## src/inc/sdrcfg_defs.svh

```systemverilog
// Register map, field positions, reset values and command pin codes
`ifndef SDRCFG_DEFS_SVH
`define SDRCFG_DEFS_SVH

`define SDRCFG_ADDR_CONFIG 32'hcc000000
`define SDRCFG_ADDR_REFRESH 32'hcc000004
`define SDRCFG_ADDR_CMD 32'hcc000008

`define SDRCFG_BIT_LAT3 3
`define SDRCFG_BIT_DENS64 5
`define SDRCFG_CFG_MASK 32'h0000002f
`define SDRCFG_CFG_RESET 32'h00000000
`define SDRCFG_REFRESH_RESET 16'h0384

// Pin pattern {cs_n, ras_n, cas_n, we_n}
`define SDRCFG_PINS_MRS 4'h0
`define SDRCFG_PINS_PRE 4'h2
`define SDRCFG_PINS_NOP 4'h7
`define SDRCFG_PINS_REF 4'h1
`define SDRCFG_PINS_BST 4'h6
`define SDRCFG_PINS_DESEL 4'hf

// Mode word: single-location writes, standard, sequential, burst of 8
`define SDRCFG_MODE_CL2 13'h0223
`define SDRCFG_MODE_CL3 13'h0233
// Address bit 10 high selects every internal bank
`define SDRCFG_PRE_ALL_ADDR 13'h0400

`endif

```

## src/inc/sdrcfg_pkg.sv

```systemverilog
// Types shared by the configuration, refresh and command logic
package sdrcfg_pkg;

  typedef enum logic [1:0] {
    SDRCFG_ST_IDLE = 2'h0,
    SDRCFG_ST_REFRESH = 2'h1,
    SDRCFG_ST_MANUAL = 2'h2
  } sdrcfg_state_type;

  typedef enum logic [2:0] {
    SDRCFG_CMD_MRS_CL2 = 3'h0,
    SDRCFG_CMD_MRS_CL3 = 3'h1,
    SDRCFG_CMD_PRE_ALL = 3'h2,
    SDRCFG_CMD_NOP = 3'h3,
    SDRCFG_CMD_AUTO_REF = 3'h4,
    SDRCFG_CMD_BURST_STOP = 3'h5,
    SDRCFG_CMD_RSVD6 = 3'h6,
    SDRCFG_CMD_RSVD7 = 3'h7
  } sdrcfg_cmd_type;

endpackage

```

## src/inc/sdrcfg_refresh_if.sv

```systemverilog
// Link between the command sequencer and the refresh timer
`timescale 1ns/1ps
interface sdrcfg_refresh_if;
  logic [15:0] interval;
  logic req;
  logic ack;

  modport ctrl (output interval, output ack, input req);
  modport timer (input interval, input ack, output req);
endinterface

```

## src/rtl/sdrcfg_refresh_timer.sv

```systemverilog
// Automatic refresh interval timer
`timescale 1ns/1ps
module sdrcfg_refresh_timer #(
  parameter int CNT_W = 16
) (
  input wire logic ref_clk,
  input wire logic rst_n,
  sdrcfg_refresh_if.timer rif
);
  import sdrcfg_pkg::*;

  logic [CNT_W-1:0] count_r;
  logic [CNT_W-1:0] count_nxt;
  logic req_r;
  logic req_nxt;
  logic hit;

  assign rif.req = req_r;
  assign hit = (count_r + CNT_W'(1)) == rif.interval;

  always_comb begin
    count_nxt = count_r + CNT_W'(1);
    req_nxt = req_r & ~rif.ack;
    if (rif.interval == '0) begin
      count_nxt = '0;
      req_nxt = 1'b0;
    end else if (hit) begin
      count_nxt = '0;
      req_nxt = 1'b1;
    end
  end

  always_ff @(posedge ref_clk) begin
    if (!rst_n) begin
      count_r <= '0;
      req_r <= 1'b0;
    end else begin
      count_r <= count_nxt;
      req_r <= req_nxt;
    end
  end
endmodule

```

## src/rtl/sdrcfg_top.sv

```systemverilog
// SDRAM controller configuration, refresh sequencing and manual commands
// Functional notes
// - Config bit 3 selects CAS-to-data latency, 0 two clocks, 1 three.
// - Latency bit resets to 0, giving two-clock latency.
// - Bit 5 set: codes 0-3 decode 64 Mbit arrangements, rest reserved.
// - 16-bit interval sets terminal count; reaching it requests refresh.
// - Interval of zero disables automatic refresh.
// - Automatic refresh invalidates every open page entry.
// - Idle controller starts refresh the clock after the request.
// - Busy controller holds refresh until the transaction completes.
// - Refresh interval resets to 0x0384.
// - Three-bit command register; a write issues that command.
// - Codes 0 and 1 issue mode set with latency 2 or 3, burst 8.
// - Code 2 issues precharge-all to every bank.
// - Code 3 issues a no-operation command.
// - Code 4 auto-refresh, code 5 burst terminate, 6 and 7 reserved.
// - Pins cs,ras,cas,we per command; mode and precharge drive address.
`timescale 1ns/1ps
`include "sdrcfg_defs.svh"
module sdrcfg_top (
  input wire logic ref_clk,
  input wire logic rst_n,
  input wire logic reg_req,
  input wire logic reg_wr,
  input wire logic [31:0] reg_addr,
  input wire logic [31:0] reg_wdata,
  output logic [31:0] reg_rdata,
  output logic reg_ack,
  input wire logic xact_busy,
  output logic cas_lat3,
  output logic [2:0] chip_count,
  output logic [8:0] total_mbyte,
  output logic cfg_reserved,
  output logic page_inval,
  output logic [1:0] sdr_cs_n,
  output logic sdr_ras_n,
  output logic sdr_cas_n,
  output logic sdr_we_n,
  output logic [12:0] sdr_addr
);
  import sdrcfg_pkg::*;
  sdrcfg_refresh_if rif ();

  ////////////////////////////////////////////////////////////////////////////
  // Register file

  logic [31:0] cfg_r;
  logic [31:0] cfg_nxt;
  logic [15:0] interval_r;
  logic [15:0] interval_nxt;
  logic [31:0] rdata_r;
  logic [31:0] rdata_nxt;
  logic ack_r;
  logic ack_nxt;
  logic cmd_wr;
  sdrcfg_cmd_type cmd_code_r;
  sdrcfg_cmd_type cmd_code_nxt;
  logic cmd_pend_r;
  logic cmd_pend_nxt;
  logic cmd_taken;
  assign cmd_wr = reg_req && reg_wr && reg_addr == `SDRCFG_ADDR_CMD;

  always_comb begin
    cfg_nxt = cfg_r;
    interval_nxt = interval_r;
    rdata_nxt = 32'h00000000;
    ack_nxt = reg_req;
    cmd_code_nxt = cmd_code_r;
    cmd_pend_nxt = cmd_pend_r & ~cmd_taken;
    if (reg_req && reg_wr) begin
      case (reg_addr)
        `SDRCFG_ADDR_CONFIG: cfg_nxt = reg_wdata & `SDRCFG_CFG_MASK;
        `SDRCFG_ADDR_REFRESH: interval_nxt = reg_wdata[15:0];
        `SDRCFG_ADDR_CMD: begin
          // A later write replaces a command still waiting for the bus
          cmd_code_nxt = sdrcfg_cmd_type'(reg_wdata[2:0]);
          cmd_pend_nxt = 1'b1;
        end
        default: cfg_nxt = cfg_r;
      endcase
    end else if (reg_req) begin
      case (reg_addr)
        `SDRCFG_ADDR_CONFIG: rdata_nxt = cfg_r;
        `SDRCFG_ADDR_REFRESH: rdata_nxt = {16'h0000, interval_r};
        default: rdata_nxt = 32'h00000000;
      endcase
    end
  end
  always_ff @(posedge ref_clk) begin
    if (!rst_n) begin
      cfg_r <= `SDRCFG_CFG_RESET;
      interval_r <= `SDRCFG_REFRESH_RESET;
      rdata_r <= 32'h00000000;
      ack_r <= 1'b0;
      cmd_code_r <= SDRCFG_CMD_NOP;
      cmd_pend_r <= 1'b0;
    end else begin
      cfg_r <= cfg_nxt;
      interval_r <= interval_nxt;
      rdata_r <= rdata_nxt;
      ack_r <= ack_nxt;
      cmd_code_r <= cmd_code_nxt;
      cmd_pend_r <= cmd_pend_nxt;
    end
  end
  assign rif.interval = interval_r;
  assign reg_rdata = rdata_r;
  assign reg_ack = ack_r;

  ////////////////////////////////////////////////////////////////////////////
  // Memory arrangement decode

  logic [2:0] chips_r;
  logic [2:0] chips_nxt;
  logic [8:0] mbyte_r;
  logic [8:0] mbyte_nxt;
  logic rsvd_r;
  logic rsvd_nxt;
  logic lat3_r;
  always_comb begin
    chips_nxt = 3'h0;
    mbyte_nxt = 9'h000;
    rsvd_nxt = 1'b0;
    if (cfg_r[`SDRCFG_BIT_DENS64]) begin
      case (cfg_r[2:0])
        3'h0: begin chips_nxt = 3'h1; mbyte_nxt = 9'h008; end
        3'h1: begin chips_nxt = 3'h2; mbyte_nxt = 9'h010; end
        3'h2: begin chips_nxt = 3'h2; mbyte_nxt = 9'h010; end
        3'h3: begin chips_nxt = 3'h4; mbyte_nxt = 9'h020; end
        default: rsvd_nxt = 1'b1;
      endcase
    end else begin
      case (cfg_r[2:0])
        3'h0: begin chips_nxt = 3'h2; mbyte_nxt = 9'h020; end
        3'h1: begin chips_nxt = 3'h4; mbyte_nxt = 9'h040; end
        3'h2: begin chips_nxt = 3'h2; mbyte_nxt = 9'h040; end
        3'h3: begin chips_nxt = 3'h4; mbyte_nxt = 9'h080; end
        3'h4: begin chips_nxt = 3'h2; mbyte_nxt = 9'h080; end
        3'h5: begin chips_nxt = 3'h4; mbyte_nxt = 9'h100; end
        default: rsvd_nxt = 1'b1;
      endcase
    end
  end

  always_ff @(posedge ref_clk) begin
    if (!rst_n) begin
      chips_r <= 3'h0;
      mbyte_r <= 9'h000;
      rsvd_r <= 1'b0;
      lat3_r <= 1'b0;
    end else begin
      chips_r <= chips_nxt;
      mbyte_r <= mbyte_nxt;
      rsvd_r <= rsvd_nxt;
      lat3_r <= cfg_nxt[`SDRCFG_BIT_LAT3];
    end
  end
  assign chip_count = chips_r;
  assign total_mbyte = mbyte_r;
  assign cfg_reserved = rsvd_r;
  assign cas_lat3 = lat3_r;

  ////////////////////////////////////////////////////////////////////////////
  // Command sequencer

  sdrcfg_state_type state_r;
  sdrcfg_state_type state_nxt;
  logic [3:0] pins_r;
  logic [3:0] pins_nxt;
  logic [12:0] addr_r;
  logic [12:0] addr_nxt;
  logic inval_r;
  logic inval_nxt;
  always_comb begin
    state_nxt = state_r;
    pins_nxt = `SDRCFG_PINS_DESEL;
    addr_nxt = 13'h0000;
    inval_nxt = 1'b0;
    rif.ack = 1'b0;
    cmd_taken = 1'b0;
    case (state_r)
      SDRCFG_ST_IDLE: begin
        // Refresh outranks a manual command; both wait out a transaction
        if (rif.req && !xact_busy) begin
          state_nxt = SDRCFG_ST_REFRESH;
          pins_nxt = `SDRCFG_PINS_REF;
          inval_nxt = 1'b1;
          rif.ack = 1'b1;
        end else if (cmd_pend_r && !xact_busy) begin
          state_nxt = SDRCFG_ST_MANUAL;
          cmd_taken = 1'b1;
          case (cmd_code_r)
            SDRCFG_CMD_MRS_CL2: begin
              pins_nxt = `SDRCFG_PINS_MRS;
              addr_nxt = `SDRCFG_MODE_CL2;
            end
            SDRCFG_CMD_MRS_CL3: begin
              pins_nxt = `SDRCFG_PINS_MRS;
              addr_nxt = `SDRCFG_MODE_CL3;
            end
            SDRCFG_CMD_PRE_ALL: begin
              pins_nxt = `SDRCFG_PINS_PRE;
              addr_nxt = `SDRCFG_PRE_ALL_ADDR;
              inval_nxt = 1'b1;
            end
            SDRCFG_CMD_NOP: pins_nxt = `SDRCFG_PINS_NOP;
            SDRCFG_CMD_AUTO_REF: begin
              pins_nxt = `SDRCFG_PINS_REF;
              inval_nxt = 1'b1;
            end
            SDRCFG_CMD_BURST_STOP: pins_nxt = `SDRCFG_PINS_BST;
            // Reserved codes are swallowed as a no-operation
            default: pins_nxt = `SDRCFG_PINS_NOP;
          endcase
        end
      end
      SDRCFG_ST_REFRESH: state_nxt = SDRCFG_ST_IDLE;
      SDRCFG_ST_MANUAL: state_nxt = SDRCFG_ST_IDLE;
      default: state_nxt = SDRCFG_ST_IDLE;
    endcase
  end

  always_ff @(posedge ref_clk) begin
    if (!rst_n) begin
      state_r <= SDRCFG_ST_IDLE;
      pins_r <= `SDRCFG_PINS_DESEL;
      addr_r <= 13'h0000;
      inval_r <= 1'b0;
    end else begin
      state_r <= state_nxt;
      pins_r <= pins_nxt;
      addr_r <= addr_nxt;
      inval_r <= inval_nxt;
    end
  end
  // One chip select pattern drives both banks for these broadcast commands
  assign sdr_cs_n = {2{pins_r[3]}};
  assign sdr_ras_n = pins_r[2];
  assign sdr_cas_n = pins_r[1];
  assign sdr_we_n = pins_r[0];
  assign sdr_addr = addr_r;
  assign page_inval = inval_r;

  sdrcfg_refresh_timer #(.CNT_W(16)) u_timer (
    .ref_clk(ref_clk),
    .rst_n(rst_n),
    .rif(rif)
  );
endmodule

```

## config.mk

```make
export PLATFORM = sky130hd
export DESIGN_NAME = sdrcfg_top
export DESIGN_NICKNAME = d
export VERILOG_FILES = /design/src/inc/sdrcfg_pkg.sv /design/src/inc/sdrcfg_refresh_if.sv /design/src/rtl/sdrcfg_refresh_timer.sv /design/src/rtl/sdrcfg_top.sv
export VERILOG_INCLUDE_DIRS = /design/src /design/src/inc
export SDC_FILE = /design/constraint.sdc
export NUM_CORES = 1
export LEC_CHECK = 0
export ABC_AREA = 1
export BUFFER_PORTS_ARGS = -buffer_cell sky130_fd_sc_hd__buf_2
export CAP_MARGIN = 20
export CELL_PAD_IN_SITES_DETAIL_PLACEMENT = 1
export CELL_PAD_IN_SITES_GLOBAL_PLACEMENT = 1
export CORE_ASPECT_RATIO = 1.5
export CORE_MARGIN = 2
export CORE_UTILIZATION = 38
export CTS_BUF_LIST = sky130_fd_sc_hd__clkbuf_4
export DETAILED_ROUTE_END_ITERATION = 8
export PLACE_DENSITY = 0.91
export SYNTH_ARGS = -nofsm -noshare
export SYNTH_HDL_FRONTEND = slang
export SYNTH_SLANG_ARGS = --single-unit
```

## constraint.sdc

```tcl
create_clock -name ref_clk -period 5.4 [get_ports ref_clk]
set_input_delay 0.27 -clock ref_clk [delete_from_list [all_inputs] [get_ports ref_clk]]
set_output_delay 0.27 -clock ref_clk [all_outputs]
set_load 0.02 [all_outputs]
```

# Word level (Yosys, flattened, before mapping)

Index checks and enable logic that the tools add are counted.

Add/sub/neg operators: 1
Equality and inequality tests: 13
Multiplexer cells: 27
Bitwise logic cells: 8
Reduce and logical (&&, ||, !) cells: 26

Operator list:

| cell                                                                   | number |
|---|---|
| 32-bit equality test (second input constant)                           | 3 |
| 9-bit case mux with 4 select lines                                     | 1 |
| 11-bit case mux with 3 select lines                                    | 1 |
| 16-bit case mux with 2 select lines                                    | 1 |
| 6-bit case mux with 3 select lines                                     | 1 |
| 16-bit by 1-bit adder with 16-bit output (second input constant)       | 1 |
| 16-bit equality test                                                   | 1 |
| 16-bit logical NOT                                                     | 1 |
| 1-bit 2-to-1 mux                                                       | 16 |
| 3-bit OR reduction                                                     | 5 |
| 3-bit equality test (second input constant)                            | 4 |
| 3-bit case mux with 4 select lines                                     | 1 |
| 2-bit OR reduction                                                     | 5 |
| 3-bit by 2-bit equality test with 1-bit output (second input constant) | 3 |
| 9-bit 2-to-1 mux                                                       | 1 |
| 3-bit case mux with 3 select lines                                     | 1 |
| 4-bit 2-to-1 mux                                                       | 2 |
| 2-bit AND reduction                                                    | 4 |
| 4-bit OR reduction                                                     | 2 |
| 3-bit by 1-bit equality test with 1-bit output (second input constant) | 2 |
| 3-bit logical NOT                                                      | 2 |
| 1-bit NOT                                                              | 6 |
| 3-bit case mux with 2 select lines                                     | 1 |
| 6-bit OR reduction                                                     | 1 |
| 6 further kinds                                                        | 9 |

Flip-flop bits (word level): 108
Input port bits: 69
Output and inout port bits: 66
Word-level logic and storage cells: 93

# Depth between registers and ports, before layout

Gate-level depths: netlist (run 1).

Word-level depth: 9
Mapped depth: 15

# Modules after synthesis

Synthesis (run 1) repeated with hierarchy kept, for this count alone.

Cells, all modules: 574
Area total of the unflattened synthesis: 4076.4 um^2

By module, submodules not included:

| module               | times used | cells each | area each (um^2) | seq. area each (um^2) |
|---|---|---|---|---|
| sdrcfg_top           | 1          | 368        | 2793.9           | 1221.2 |
| sdrcfg_refresh_timer | 1          | 206        | 1282.5           | 340.3 |

# Worst setup path after synthesis (run 1)

Ideal clock, no wire load.

Path kind: flip-flop to flip-flop
Start point: reg u_timer.count_r[0]
End point: reg u_timer.count_r[14]
Setup time: 112 ps
Data arrival time: 1696 ps
Slack: 3592 ps
Stages on the path, launching flop included: 16
Period minus slack after synthesis: 1808 ps
Cells stage by stage: dfxtp_1 ha_1 nand2_2 nor2_4 nand2_1 nor2_1 nand2_1 nand2_1 nand2_1 nand2_1 nand2_1 nor2_1 nand3_2 nand2_4 buf_12 nor2_2

Cells in the longest elaborated chain, start to end: 3

RTL lines:

| item                                       | RTL line                                               | text |
|---|---|---|
| from (decl)                                | sdrcfg_refresh_timer.sv:12                             | `logic [CNT_W-1:0] count_r;` |
| from (signal assigned)                     | sdrcfg_refresh_timer.sv:38                             | `count_r <= count_nxt;` |
| 16-bit by 1-bit adder with 16-bit output * | sdrcfg_refresh_timer.sv:19, sdrcfg_refresh_timer.sv:22 |  |
| 16-bit equality test                       | sdrcfg_refresh_timer.sv:19                             | `assign hit = (count_r + CNT_W'(1)) == rif.interval;` |
| 3-bit OR reduction (no line)               | n/a                                                    |  |

Mark *: on every way between the ends. The rest lies on a longest branch, timed or not.
A chain may end at the register's enable or synchronous reset.

# Worst setup path after layout (run 1)

Start point: reg u_timer.count_r[0]
End point: reg u_timer.count_r[2]

Same word-level chain as after synthesis.

==> impl_metrics.toml, run 1 <==
[run_status]
status = "complete, no violations"

[yosys]
yosysSeqAreaShare_pct = 41.87
syn_area_um2 = 3730
synth-compound-area-share_pct = 9.393
synth.area.top_cells = "dfxtp_1 (42%), nand2_1 (11%), inv_1 (7.3%)"
synth_simple_gate_area_share_pct = 33.34
yosys_warnings = 0
synth_top_cell_by_area = "dfxtp_1"
yosysUniqueCellTypes = 30
synth_top_family_by_area = "simple AND/OR/NAND/NOR gates"
synth_mux_area_share_pct = 0
synth.avg_cell_area_um2 = 7.091
synthXorXnorAreaFrac_pct = 0
synth_top_area_share_pct = 41.87
syn_inst = 526
synth_seq_cells = 78
synth-adder-area-share_pct = 0.3355

[route]
ant_nets = 0
num_vias = 3712
drt_first_pass_iters = 4
route.detailed.drc = 0
drtIter0Drc = 123
routed_wl_mm = 10.72
wl_per_cell_um = 14.56
viasPerCell = 5.043

[pwr]
clockPowerShare_pct = 32.6
p_leak_nw = 1.971
comb_power_share_pct = 7.6
power_frac_seq_pct = 59.8
power_uw = 971.3
p_sw_share_pct = 27.23
ir_drop_v = 0.0001101
net-switching-power_uw = 264.5
powerDensity_nw_per_um2 = 227.6
p_int_uw = 706.8

[worst_setup_path]
critical_path_class = "flip-flop to flip-flop"
r2r_slack_ps = 3180
worstReg2RegStart = "u_timer.count_r[0]$_SDFF_PP0_"
cp.required_ps = 5710
cp.arrival_ps = 2530
timing.rr.end = "u_timer.count_r[2]$_SDFF_PP0_"
path_max_fanout = 16
endpoint_kind = "flip-flop"
reg2reg_depth = 14
start_kind = "flip-flop"

[timing]
rsz0062_at_grt = "no"
maxSlewHeadroom_pct = 47.20
slew_violations = 0
skew_ps = 22.62
finalCritPeriodShare_pct = 41.18
max_freq_mhz = 449.8
worstMarginPinSlew_ps = 790.1
min_period_ps = 2223
tns_ps = 0
setup_viol = 0
hold_viol = 0

[clocking]
cts_tree = "built"
cts_max_level = 3
cts_resized = 0
root_buffer = "clkbuf_4"
clock-sinks = 78
postCtsSetupRepairBufs = 0
clk_pin_slew_ps = 130
cts-buffers-inserted = 9
clock_latency_ps = 440
clock_path_buffers = 2
hold_buffers = 0

[global_routing]
antenna_found_initial = 1
overflow = 0
grt_pass1_wl_mm = 17.63
grt_max_degree = 29
grt_pass1_vias = 3863
track_usage_pct = 20.66

[run]
drv_cap = 0

[floorplanning]
die_w_um = 84.89
die_y_um = 125.3
start_util_pct = 38.71
std_cell_rows = 44
core_area_um2 = 9634
num_io_pins = 135
dieArea_um2 = 10640

[final_layout]
syn_to_final_growth_pct = 14.42
drive_gt1_share_pct = 21.45
layout_common_cells = "nand2_1 (114), buf_2 (92), dfxtp_1 (78), inv_1 (73), nor2_1 (43)"
final_core_util_pct = 44.30
num-fill-cells = 1283
final_common_cell = "nand2_1"
final_nets = 685

[worst_hold_path]
hold_depth = 3
hold_path_startpoint = "reg_req"
hold_class = "input pin to flip-flop"
hold_end = "reg_ack$_SDFF_PN0_"

[placed_design]
gp_congestion = 0.8625
dp_hpwl_mm = 8.610
port_buffers = 92
[cells by family after synthesis]
kind of cell / count (synthesis)
DFF: 78
AOI/OAI and AO/OA: 64
other: 1
adders and majority gates: 1
and+or+nand+nor: 269
buffers and inverters: 113
[sequential cells by signal (all words and copies together) (netlist names), 2 cells and up]
| register | flops |
|---|---|
| state_r | 2 |
| interval_r | 16 |
| total_mbyte | 6 |
| u_timer.count_r | 16 |
| sdr_addr | 3 |
| pins_r | 4 |
| cfg_r | 5 |
| chip_count | 2 |
| reg_rdata | 16 |
| cmd_code_r | 3 |
[critical path: stages, from the launching register on]
cell     delay (ps)
dfxtp_1         430
ha_1            240
nand2_2         100
nor2_4          180
nand2_1         130
nor2_1          100
nand2_1          80
nand2_1          90
nand2_1          50
nand2_1          50
nand2_1          70
nor2_1          130
nand3_2         120
nand2_4         250
nor2_1           70
[metrics by stage]
stage	hold WS [ps]	instances	setup slack (ps)	instance area (µm²)
4_1_cts	31.83	735	3173	4265
3_5_place_dp	478.4	719	3113	4148
5_1_grt	56.66	736	2999	4268
3_3_place_gp	456.8	719	3166	4148
6_report	56.01	736	3177	4268
2_1_floorplan	385.7	551	3592	3824
[power by group through the flow]
stage | Clock, mW | Combinational, mW | Sequential (mW)
detailed placement | 0 | 0.0730 | 0.594
CTS | 0.323 | 0.0735 | 0.581
global placement | 0 | 0.0708 | 0.593
floorplan | 0 | 0.0579 | 0.595
finish | 0.317 | 0.0735 | 0.581
global route | 0.345 | 0.0814 | 0.581
[cells in the mapped netlist]
| master | n |
|---|---|
| a211oi_1 | 3 |
| a21oi_1 | 26 |
| a31o_2 | 1 |
| and2_1 | 1 |
| buf_12 | 1 |
| buf_2 | 1 |
| buf_4 | 31 |
| clkbuf_1 | 6 |
| conb_1 | 1 |
| dfxtp_1 | 78 |
| ha_1 | 1 |
| inv_1 | 73 |
| inv_2 | 1 |
| nand2_1 | 114 |
| nand2_2 | 2 |
| nand2_4 | 1 |
| nand3_1 | 42 |
| nand3_2 | 1 |
| nand3b_1 | 2 |
| nand4_1 | 21 |
| nor2_1 | 43 |
| nor2_2 | 13 |
| nor2_4 | 4 |
| nor3_1 | 23 |
| nor3_2 | 1 |
| o211ai_1 | 7 |
| o21ai_0 | 25 |
| o21ai_1 | 1 |
| o22ai_1 | 1 |
| or2_2 | 1 |
[area by class of cell]
type / instances / area, µm² / area share, %
clock inverters: 5 / 35.03 / 0.8209
flip-flops and latches: 78 / 1562 / 36.59
clock buffers: 11 / 82.58 / 1.935
well taps: 115 / 143.9 / 3.371
inverters: 74 / 277.8 / 6.508
repair buffers: 92 / 460.4 / 10.79
multi-input cells: 360 / 1704 / 39.93
diodes: 1 / 2.502 / 0.05863
[per-layer routing]
layer	track usage, %	vias to the layer above	routed length [µm]
met3	4.092	20	468
met2	40.76	110	6086
met4	8.030	0	268
met5	0	-	0
met1	20.46	1752	3895
li1	-	1830	-
[worst max path at each step]
| stage | slack, ps | from | cells past startpoint | end |
|---|---|---|---|---|
| floorplan | 3590 | u_timer.count_r[0]$_SDFF_PP0_ | 15 | u_timer.count_r[14]$_SDFF_PP0_ |
| global placement | 3170 | reg_addr[28] | 9 | interval_r[8]$_SDFFE_PN1P_ |
| detailed placement | 3110 | reg_addr[28] | 9 | interval_r[9]$_SDFFE_PN1P_ |
| CTS | 3170 | u_timer.count_r[0]$_SDFF_PP0_ | 14 | u_timer.count_r[2]$_SDFF_PP0_ |
| global route | 3000 | u_timer.count_r[0]$_SDFF_PP0_ | 12 | u_timer.count_r[2]$_SDFF_PP0_ |
| finish | 3180 | u_timer.count_r[0]$_SDFF_PP0_ | 14 | u_timer.count_r[2]$_SDFF_PP0_ |
Note: power is estimated with default switching activity, not from simulation.
==> run 2: changes to the inputs <==
- CORE_UTILIZATION: 38 -> 35
- PLACE_DENSITY: 0.91 -> 0.85
- clock period: 5.4 -> 2.3 ns (I/O delays scaled with it)
==> impl_metrics.toml, run 2 (synthesis gave the netlist of run 1 again) <==
[placed_design]
dp_hpwl_mm = 8.872
post-place-ws_ps = 38.04
port_buffers = 92
gp_congestion = 0.8634
dp_cells = 753

[clocking]
clk_pin_slew_ps = 130
cts-buffers-inserted = 9
clock_latency_ps = 440
clock-sinks = 78
root_buffer = "clkbuf_4"
cts_tree = "built"
clock_path_buffers = 2
cts_max_level = 3

[global_routing]
grt_max_degree = 27
grt_pass1_wl_mm = 18.98
grt_pass1_vias = 4101
antenna_found_initial = 1
overflow = 0
track_usage_pct = 21.08

[timing]
fin_ws_ps = 114.0
maxSlewHeadroom_pct = 49.54
min_period_ps = 2186
skew_ps = 20.76
setup_viol = 0
timing.hold.ws_ps = 59.24
finalCritPeriodShare_pct = 95.04
max_freq_mhz = 457.5
slew_violations = 0
worstMarginPinSlew_ps = 756.9
hold_viol = 0

[worst_setup_path]
timing.rr.end = "u_timer.count_r[11]$_SDFF_PP0_"
start_kind = "flip-flop"
r2r_slack_ps = 110
crit_top_cell = "nand3_1"
crit_buf_inv = 1
crit_path_max_incr_delay_ps = 390
path_max_fanout = 8
cpMaxStageDelayCell = "dfxtp_2"
critical_path_class = "flip-flop to flip-flop"
crit_chain = "ha_2 -> nand2_2 -> nor2_4 -> buf_4 -> nand3_1 -> nand2_1 -> nand3_1 -> nand2_1 -> nand3_1 -> nor2_2 -> nand3_4 -> nand2_4 -> nor2_2"
cp.arrival_ps = 2530
cp.required_ps = 2640
path_delay_family = "simple AND/OR/NAND/NOR gates"
worstReg2RegStart = "u_timer.count_r[0]$_SDFF_PP0_"
endpoint_kind = "flip-flop"
reg2reg_depth = 13

[floorplanning]
die_w_um = 88.29
dieArea_um2 = 11520
std_cell_rows = 46
core_area_um2 = 10480
die_y_um = 130.4
num_io_pins = 135
start_util_pct = 35.61

[final_layout]
stdcell_count = 792
layout_common_cells = "nand2_1 (114), buf_2 (92), dfxtp_1 (76), inv_1 (73), nand3_1 (42)"
syn_to_final_growth_pct = 22.81
num-fill-cells = 1418
final_nets = 712
final_common_cell = "nand2_1"
drive_gt1_share_pct = 22.72

[worst_hold_path]
hold_end = "pins_r[1]$_SDFF_PN1_"
hold_path_startpoint = "xact_busy"
hold_class = "input pin to flip-flop"
hold_depth = 3

[route]
route.detailed.drc = 0
ant_nets = 0
drt_first_pass_iters = 4
drtIter0Drc = 232
num_vias = 3848
routed_wl_mm = 11.98
wl_per_cell_um = 15.13
viasPerCell = 4.859

[pwr]
net-switching-power_uw = 632.8
power_mw = 2.295
comb_power_share_pct = 9.1
power_frac_seq_pct = 59.4
p_sw_share_pct = 27.57
p_int_mw = 1.663
p_leak_nw = 2.074
powerDensity_nw_per_um2 = 501.1
ir_drop_v = 0.0002389
clockPowerShare_pct = 31.5

[run_status]
status = "complete, no violations"

[run]
drv_cap = 0
==> run 2: cell types whose count changed in the layout (fill, tap and decap cells not counted), moves of 2 or more <==
cell	before	now
buf_4	0	8
dfxtp_1	78	76
nor2_1	43	40
dfxtp_2	0	2
clkinvlp_4	1	4
nor2_2	13	16
dlygate4sd3_1	0	18
==> run 2: repair_timing <==
item / in CTS / in global routing
hold buffers: 18 / 0
buffers inserted: 0 / 3
setup endpoints to repair: 0 / 16
resized for setup: 0 / 8
endpoints found under the hold margin: 22 / 0
==> run 2: cell type report <==
| class | instances | area [µm²] | share of cell area [%] |
|---|---|---|---|
| diodes | 1 | 2.502 | 0.05463 |
| well taps | 144 | 180.2 | 3.933 |
| clock inverters | 6 | 38.79 | 0.8468 |
| repair buffers | 118 | 700.7 | 15.30 |
| inverters | 74 | 277.8 | 6.064 |
| multi-input cells | 361 | 1742 | 38.02 |
| clock buffers | 10 | 75.07 | 1.639 |
| flip-flops and latches | 78 | 1564 | 34.14 |
==> run 2: power groups by stage <==
stage          logic, mW  registers [mW]  clock network, mW
2_1_floorplan      0.136            1.40                  0
4_1_cts            0.199            1.36              0.739
6_report           0.208            1.36              0.723
3_5_place_dp       0.175            1.39                  0
5_1_grt            0.229            1.37              0.801
3_3_place_gp       0.168            1.39                  0
==> run 2: layer usage <==
layer,up-vias,part of all wire (%),track usage (%)
li1,1878,-,-
met5,-,0,0
met3,29,3.8,3.455
met1,1826,36,21.02
met4,0,3.5,10.61
met2,115,57,40.82
==> run 2: worst max-delay path by stage <==
stage	from	endpoint	slack [ps]	depth (start not counted)
after detailed placement	u_timer.count_r[0]$_SDFF_PP0_	u_timer.count_r[1]$_SDFF_PP0_	40	14
after CTS	u_timer.count_r[0]$_SDFF_PP0_	u_timer.count_r[1]$_SDFF_PP0_	10	14
after global placement	u_timer.count_r[0]$_SDFF_PP0_	u_timer.count_r[15]$_SDFF_PP0_	240	14
after floorplan	u_timer.count_r[0]$_SDFF_PP0_	u_timer.count_r[14]$_SDFF_PP0_	490	15
after global routing	u_timer.count_r[0]$_SDFF_PP0_	u_timer.count_r[11]$_SDFF_PP0_	-3	14
final	u_timer.count_r[0]$_SDFF_PP0_	u_timer.count_r[11]$_SDFF_PP0_	110	13
==> run 2: worst reg2reg max path, cell delays in order (launching register included) <==
cell and delay (ps):
dfxtp_2 390, ha_2 210, nand2_2 100, nor2_4 180
buf_4 140, nand3_1 100, nand2_1 120, nand3_1 80
nand2_1 80, nand3_1 120, nor2_2 170, nand3_4 160
nand2_4 200, nor2_2 50
==> run 2: metrics by stage <==
stage	setup TNS (ps)	instance area [µm²]	util, %
finish	0	4581	43.73
detailed placement	0	4222	40.30
floorplan	0	3824	-
global route	-6.795	4581	43.73
global placement	0	4222	40.30
CTS	0	4516	43.11
